[src/hdl/tlcp_pkg.sv]
// Constants and carriers for the table latch and code protect decoder.
// Assumes a single core clock; one instruction is executed per request pulse.
// Functional notes
// RULE1: Mode bits all zero select code-protected mode
// RULE2: Internal fetches may still read/write program memory
// RULE3: External fetches blocked from program memory access
// RULE4: Unprogrammed protection allows verification readout
// RULE5: Watchdog clear zeroes counter and postscaler; the core holds neither and only pulses watchdog_clear_out
// RULE6: Watchdog clear sets timeout and powerdown flags
// RULE7: Latch read copies chosen latch byte
// RULE8: Complement inverts f, to working register/f
package tlcp_pkg;
   localparam int          MODE_W           = 3;
   localparam int          PADDR_W          = 16;
   localparam int          DATA_W           = 8;
   localparam int          OPC_W            = 16;
   localparam logic [2:0]  MODE_PROTECTED   = 3'h0;
   localparam logic [15:0] OP_WATCH_CLR     = 16'h0004;
   localparam logic [5:0]  OP_LATCH_RD_PFX  = 6'h28;
   localparam logic [6:0]  OP_COMPL_PFX     = 7'h09;
   localparam logic [15:0] INT_MEM_LAST_DEF = 16'h0FFF;
   localparam logic [7:0]  WATCH_ZERO       = 8'h00;
   localparam logic [7:0]  BYTE_ZERO        = 8'h00;
   localparam int          BIT_LATCH_SEL    = 9;
   localparam int          BIT_COMPL_DEST   = 8;
   localparam int          OPC_HI           = 15;
   localparam int          LRD_PFX_LO       = 10;
   localparam int          CMP_PFX_LO       = 9;
   localparam int          FADDR_HI         = 7;
   localparam int          FADDR_LO         = 0;
   localparam int          LATCH_W          = 16;
   localparam int          LATCH_HI_MSB     = 15;
   localparam int          LATCH_HI_LSB     = 8;
   localparam int          LATCH_LO_MSB     = 7;
   localparam int          LATCH_LO_LSB     = 0;
   localparam logic        PULSE_IDLE       = 1'h0;
   localparam logic        PULSE_ON         = 1'h1;
   localparam logic        FLAG_SET         = 1'h1;
   localparam logic        FLAG_CLR         = 1'h0;

   typedef struct packed {
      logic [7:0] dest_addr;
      logic [7:0] data;
   } tlcp_wr_t;
endpackage

[src/hdl/tlcp_core.sv]
// Executes watchdog clear, latch read, complement; gates program memory access.
// Assumes opcode, fetch address and operands are same-clock core signals.
module tlcp_core
   import tlcp_pkg::*;
#(
   parameter logic [PADDR_W-1:0] INT_MEM_LAST = INT_MEM_LAST_DEF
) (
   input  wire logic               core_clk_in,
   input  wire logic               rst_in,
   input  wire logic               exec_in,
   input  wire logic [OPC_W-1:0]   opcode_in,
   input  wire logic [PADDR_W-1:0] fetch_addr_in,
   input  wire logic [MODE_W-1:0]  processor_mode_bits_in,
   input  wire logic               protect_programmed_in,
   input  wire logic               verify_read_in,
   input  wire logic               table_op_in,
   input  wire logic [LATCH_W-1:0] table_latch_in,
   input  wire logic [DATA_W-1:0]  file_data_in,
   output logic                    pm_access_ok_out,
   output logic                    verify_ok_out,
   output logic                    watchdog_clear_out,
   output logic                    timeout_flag_out,
   output logic                    powerdown_flag_out,
   output logic                    file_wr_out,
   output tlcp_wr_t                file_wr_data_out,
   output logic                    working_wr_out,
   output logic [DATA_W-1:0]       working_register_out,
   output logic                    zero_flag_wr_out,
   output logic                    zero_flag_out
);

   // Decoded instruction fields
   logic                protected_mode;
   logic                internal_fetch;
   logic                is_watchdog_clr;
   logic                is_latch_read;
   logic                is_complement;
   logic                compl_to_file;
   logic                latch_sel_high;
   logic [DATA_W-1:0]   file_addr;
   logic [DATA_W-1:0]   latch_byte;
   logic [DATA_W-1:0]   compl_val;

   // Registers and their next values
   logic                pm_access_ok_reg;
   logic                pm_access_ok_next;
   logic                verify_ok_reg;
   logic                verify_ok_next;
   logic                watchdog_clear_reg;
   logic                watchdog_clear_next;
   logic                timeout_flag_reg;
   logic                timeout_flag_next;
   logic                powerdown_flag_reg;
   logic                powerdown_flag_next;
   logic                file_wr_reg;
   logic                file_wr_next;
   tlcp_wr_t            file_wr_data_reg;
   tlcp_wr_t            file_wr_data_next;
   logic                working_wr_reg;
   logic                working_wr_next;
   logic [DATA_W-1:0]   working_register_reg;
   logic [DATA_W-1:0]   working_register_next;
   logic                zero_flag_wr_reg;
   logic                zero_flag_wr_next;
   logic                zero_flag_reg;
   logic                zero_flag_next;

   // Instruction decode
   assign protected_mode  = (processor_mode_bits_in == MODE_PROTECTED); // [RULE1]
   assign internal_fetch  = (fetch_addr_in <= INT_MEM_LAST);
   assign is_watchdog_clr = exec_in && (opcode_in == OP_WATCH_CLR); // [RULE5]
   assign is_latch_read   = exec_in && (opcode_in[OPC_HI:LRD_PFX_LO] == OP_LATCH_RD_PFX);
   assign is_complement   = exec_in && (opcode_in[OPC_HI:CMP_PFX_LO] == OP_COMPL_PFX);
   assign compl_to_file   = opcode_in[BIT_COMPL_DEST];
   assign latch_sel_high  = opcode_in[BIT_LATCH_SEL];
   assign file_addr       = opcode_in[FADDR_HI:FADDR_LO];
   assign latch_byte      = latch_sel_high ? table_latch_in[LATCH_HI_MSB:LATCH_HI_LSB]
                                           : table_latch_in[LATCH_LO_MSB:LATCH_LO_LSB]; // [RULE7]

   // Per-bit complement of f
   generate
      for (genvar bit_idx = 0; bit_idx < DATA_W; bit_idx++) begin : g_compl
         assign compl_val[bit_idx] = ~file_data_in[bit_idx]; // [RULE8]
      end
   endgenerate

   // Program memory gate
   always_comb begin
      pm_access_ok_next = PULSE_IDLE;
      if (table_op_in) begin
         pm_access_ok_next = !protected_mode || internal_fetch; // [RULE2] [RULE3]
      end
   end

   always_ff @(posedge core_clk_in or posedge rst_in) begin
      if (rst_in) begin
         pm_access_ok_reg <= PULSE_IDLE;
      end else begin
         pm_access_ok_reg <= pm_access_ok_next;
      end
   end

   // Verification readout gate
   always_comb begin
      verify_ok_next = PULSE_IDLE;
      if (verify_read_in) begin
         verify_ok_next = !protect_programmed_in; // [RULE4]
      end
   end

   always_ff @(posedge core_clk_in or posedge rst_in) begin
      if (rst_in) begin
         verify_ok_reg <= PULSE_IDLE;
      end else begin
         verify_ok_reg <= verify_ok_next;
      end
   end

   // Watchdog clear pulse
   always_comb begin
      watchdog_clear_next = PULSE_IDLE;
      if (is_watchdog_clr) begin
         watchdog_clear_next = PULSE_ON; // [RULE5]
      end
   end

   always_ff @(posedge core_clk_in or posedge rst_in) begin
      if (rst_in) begin
         watchdog_clear_reg <= PULSE_IDLE;
      end else begin
         watchdog_clear_reg <= watchdog_clear_next;
      end
   end

   // Timeout and powerdown status flags
   always_comb begin
      timeout_flag_next   = timeout_flag_reg;
      powerdown_flag_next = powerdown_flag_reg;
      if (is_watchdog_clr) begin
         timeout_flag_next   = FLAG_SET; // [RULE6]
         powerdown_flag_next = FLAG_SET; // [RULE6]
      end
   end

   always_ff @(posedge core_clk_in or posedge rst_in) begin
      if (rst_in) begin
         timeout_flag_reg   <= FLAG_SET;
         powerdown_flag_reg <= FLAG_SET;
      end else begin
         timeout_flag_reg   <= timeout_flag_next;
         powerdown_flag_reg <= powerdown_flag_next;
      end
   end

   // File register writes
   always_comb begin
      file_wr_next      = PULSE_IDLE;
      file_wr_data_next = file_wr_data_reg;
      if (is_latch_read) begin
         file_wr_next                = PULSE_ON;
         file_wr_data_next.dest_addr = file_addr;
         file_wr_data_next.data      = latch_byte; // [RULE7]
      end else if (is_complement) begin
         file_wr_next                = compl_to_file; // [RULE8]
         file_wr_data_next.dest_addr = file_addr;
         file_wr_data_next.data      = compl_val;
      end
   end

   always_ff @(posedge core_clk_in or posedge rst_in) begin
      if (rst_in) begin
         file_wr_reg      <= PULSE_IDLE;
         file_wr_data_reg <= '0;
      end else begin
         file_wr_reg      <= file_wr_next;
         file_wr_data_reg <= file_wr_data_next;
      end
   end

   // Working register
   always_comb begin
      working_wr_next       = PULSE_IDLE;
      working_register_next = working_register_reg;
      if (is_complement && !compl_to_file) begin
         working_wr_next       = PULSE_ON; // [RULE8]
         working_register_next = compl_val;
      end
   end

   always_ff @(posedge core_clk_in or posedge rst_in) begin
      if (rst_in) begin
         working_wr_reg       <= PULSE_IDLE;
         working_register_reg <= BYTE_ZERO;
      end else begin
         working_wr_reg       <= working_wr_next;
         working_register_reg <= working_register_next;
      end
   end

   // Zero flag
   always_comb begin
      zero_flag_wr_next = PULSE_IDLE;
      zero_flag_next    = zero_flag_reg;
      if (is_complement) begin
         zero_flag_wr_next = PULSE_ON;
         zero_flag_next    = (compl_val == BYTE_ZERO); // [RULE8]
      end
   end

   always_ff @(posedge core_clk_in or posedge rst_in) begin
      if (rst_in) begin
         zero_flag_wr_reg <= PULSE_IDLE;
         zero_flag_reg    <= FLAG_CLR;
      end else begin
         zero_flag_wr_reg <= zero_flag_wr_next;
         zero_flag_reg    <= zero_flag_next;
      end
   end

   // Outputs straight from the registers
   assign pm_access_ok_out     = pm_access_ok_reg;
   assign verify_ok_out        = verify_ok_reg;
   assign watchdog_clear_out   = watchdog_clear_reg;
   assign timeout_flag_out     = timeout_flag_reg;
   assign powerdown_flag_out   = powerdown_flag_reg;
   assign file_wr_out          = file_wr_reg;
   assign file_wr_data_out     = file_wr_data_reg;
   assign working_wr_out       = working_wr_reg;
   assign working_register_out = working_register_reg;
   assign zero_flag_wr_out     = zero_flag_wr_reg;
   assign zero_flag_out        = zero_flag_reg;

endmodule // tlcp_core

[config.mk]
export PLATFORM = sky130hd
export DESIGN_NAME = tlcp_core
export DESIGN_NICKNAME = d
export VERILOG_FILES = /design/src/hdl/tlcp_pkg.sv /design/src/hdl/tlcp_core.sv
export SDC_FILE = /design/constraint.sdc
export NUM_CORES = 1
export LEC_CHECK = 0
export BUFFER_PORTS_ARGS = -buffer_cell sky130_fd_sc_hd__buf_4
export CAP_MARGIN = 20
export CELL_PAD_IN_SITES_DETAIL_PLACEMENT = 0
export CELL_PAD_IN_SITES_GLOBAL_PLACEMENT = 1
export CORE_MARGIN = 2
export CORE_UTILIZATION = 30
export CTS_BUF_LIST = sky130_fd_sc_hd__clkbuf_4
export CTS_CLUSTER_DIAMETER = 40
export DETAILED_ROUTE_END_ITERATION = 8
export GPL_ROUTABILITY_DRIVEN = 0
export GPL_TIMING_DRIVEN = 0
export PLACE_DENSITY_LB_ADDON = 0.1
export REMOVE_ABC_BUFFERS = 1
export SLEW_MARGIN = 30
export SYNTH_ARGS = -nofsm -noshare
export SYNTH_HDL_FRONTEND = slang
export SYNTH_SLANG_ARGS = --single-unit
[constraint.sdc]
create_clock -name core_clk_in -period 1 [get_ports core_clk_in]
set_input_delay 0.1 -clock core_clk_in [delete_from_list [all_inputs] [get_ports core_clk_in]]
set_output_delay 0.1 -clock core_clk_in [all_outputs]
set_load 0.005 [all_outputs]
==> metrics.yaml <==
pre_cts_ws_ps: -977
grt_pass1_vias: 1486
drtPass1Iterations: 4
clockBufferDepth: 2
root_buffer: "clkbuf_4"
min_from: "processor_mode_bits_in[1]"
area_delta_synth_final_pct: 77.3
hold_slack_ps: 1.99
antenna_found_initial: 0
crit_type: "in -> reg"
grt_use_total_pct: 16.9
wl_per_cell_um: 15.9
core-area_mm2: 0.00475
drt_wl_total_um: 4770
startpoint_type: "input port"
synth_seq_cells: 31
cpMaxStageDelayCell: "nor4b_4"
crit_buf_inv: 3
rows: 25
yosysSeqAreaShare_pct: 51.9
worst_slew_pin_slew_ps: 561
rsz0062_at_grt: "yes"
ir_drop_mv: 0.605
crit_cells: 6
violations: "setup timing"
clk_pin_slew_ps: 100
insertion_delay_ps: 330
utilization_pct: 55.7
htreeDepth: 2
rr_worst_depth: 2
maxCapViolCount: 0
grt_pass1_wl_um: 7040
avgSynthCellArea_um2: 12.9
overflow: 0
hp-class: "in -> reg"
critPathMaxStageDelay_ps: 370
layout_common_cells: "buf_4, dfrtp_1, dlygate4sd3_1, buf_6, mux2i_1"
syn-cell-area_mm2: 0.00149
port_buffers: 83
period_share_pct: 103
grt_max_degree: 32
drc: 0
drv_slew: 0
holdPathStages: 2
netlist_instances: 116
io_pins: 98
placed_area_mm2: 0.00215
drive_above_1_share_pct: 52.8
required_ps: 1230
synth_cell_types: 34
setup-violations-final: 7
antenna_cells: 0
cts_tree: "done"
status: "complete, but fails checks"
r2r-start: "file_wr_data_out[10]$_DFFE_PP0P_"
crit_family: "buffers and inverters"
finClkSkew_ps: 0
layout_commonest_cell: "buf_4"
worstPathCellList: "buf_8 > nor4b_4 > buf_4 > o21ai_4 > buf_12 > mux2_4"
ant_nets: 0
fin_area_mm2: 0.00265
final_net_count: 297
die-width_um: 74.6
die_h_um: 74.6
vias_per_cell: 4.83
max-slew-margin-rel_pct: 62.6
critPathMaxFanout: 5
max_freq_mhz: 967
cts_sinks: 31
startpoint: "opcode_in[14]"
drt_iter0_drc: 58
end_kind: "register"
crit_arrival_ps: 1260
nFillCells: 426
period_needed_ps: 1030
powerDensity_mw_per_mm2: 1240
die-area_mm2: 0.00556
setup_ws_ps: -34.6
leakage_nw: 1.35
start_util_pct: 31.4
yosysWarningCount: 0
cts_buffers: 5
dp_hpwl_um: 3240
vias: 1449
final-hold-violation-count: 0
## per-layer routing
layer | part of all wire (%) | track usage [%] | vias up
met5 | 0 | 0 | -
met4 | 1.1 | 6.35 | 0
met3 | 6.1 | 5.15 | 7
met2 | 53 | 28.8 | 55
met1 | 39 | 20.2 | 717
li1 | - | - | 670
## what timing repair did
item                                    4_1_cts  5_1_grt
hold buffers                                 19        1
setup buffers                                 7       10
pin swaps                                     4        6
hold endpoints to repair                     46        1
endpoints found under the setup margin       27       68
resized for setup                             9       22
## flip-flops by register name, indices dropped and copies added (netlist names)
signal and flops:
file_wr_data_out 16, working_register_out 8, file_wr_out 1, pm_access_ok_out 1, verify_ok_out 1, watchdog_clear_out 1
working_wr_out 1, zero_flag_out 1, zero_flag_wr_out 1
## where the power goes
part / switching (W) / total, W / internal (W)
sequential: 0.000104 / 0.00153 / 0.00142
combinational: 0.000326 / 0.00102 / 0.000690
clock: 0.000443 / 0.000730 / 0.000287
## worst register-to-register path, stage by stage, from the launching register on
cell     delay, ps
dfrtp_1        400
buf_4          130
mux2_4         250
## cells in the mapped netlist (all sizes together)
master	n	area (um2)
nand4bb	1	11.3
a22oi	8	60.1
mux2i	9	90.1
nor3	2	15.0
and2	2	12.5
nor4	2	12.5
o21a	1	7.51
dfrtp	31	776
nor2b	1	6.26
buf	9	63.8
o21ai	2	21.3
o41a	1	11.3
nand4	2	12.5
and3b	1	8.76
and3	2	12.5
nor4b	1	15.0
nor2	2	7.51
or4b	2	23.8
o22a	8	70.1
mux2	8	116
a31oi	7	43.8
conb	1	3.75
clkbuf	1	3.75
a21oi	8	40.0
nor4bb	1	25.0
inv	2	7.51
o41ai	1	16.3
## stage by stage
step,TNS (ps),total power [W],cells
global route,-371,0.00343,300
CTS,-180,0.00316,291
detailed placement,-18830,0.00236,257
floorplan,-10760,0.00182,107
finish,-208,0.00327,300
global placement,-30100,0.00233,257
## final cells by class
cell class | count | area [um2] | area share, %
repair buffers | 118 | 1040 | 39.4
flip-flops and latches | 31 | 776 | 29.3
clock buffers | 6 | 45.0 | 1.70
clock inverters | 2 | 7.51 | 0.283
inverters | 2 | 8.76 | 0.331
multi-input cells | 74 | 683 | 25.8
well taps | 67 | 83.8 | 3.16
## logic make-up (layout without fill, tap and decap cells)
group	count (synthesis)	count (layout)	share of synthesized area [%]
other	1	2	0.251
DFF	31	31	51.9
and+or+nand+nor	19	19	10.9
muxes	17	17	13.8
AOI/OAI and AO/OA	36	36	18.1
buffers and inverters	12	128	5.02
## path summary, 6_finish.rpt
| kind | endpoint | slack, ps |
|---|---|---|
| worst max register to register | file_wr_data_out[10]$_DFFE_PP0P_ | 110 |
| max in group asynchronous | working_register_out[0]$_DFFE_PP0P_ | 300 |
| worst max-delay path | file_wr_data_out[9]$_DFFE_PP0P_ | -30 |
| worst min register to register | file_wr_data_out[15]$_DFFE_PP0P_ | 500 |
| worst min-delay path | pm_access_ok_out$_DFF_PP0_ | 2 |
| min in group asynchronous | file_wr_out$_DFF_PP0_ | 340 |
(Power assumes the default switching activity.)
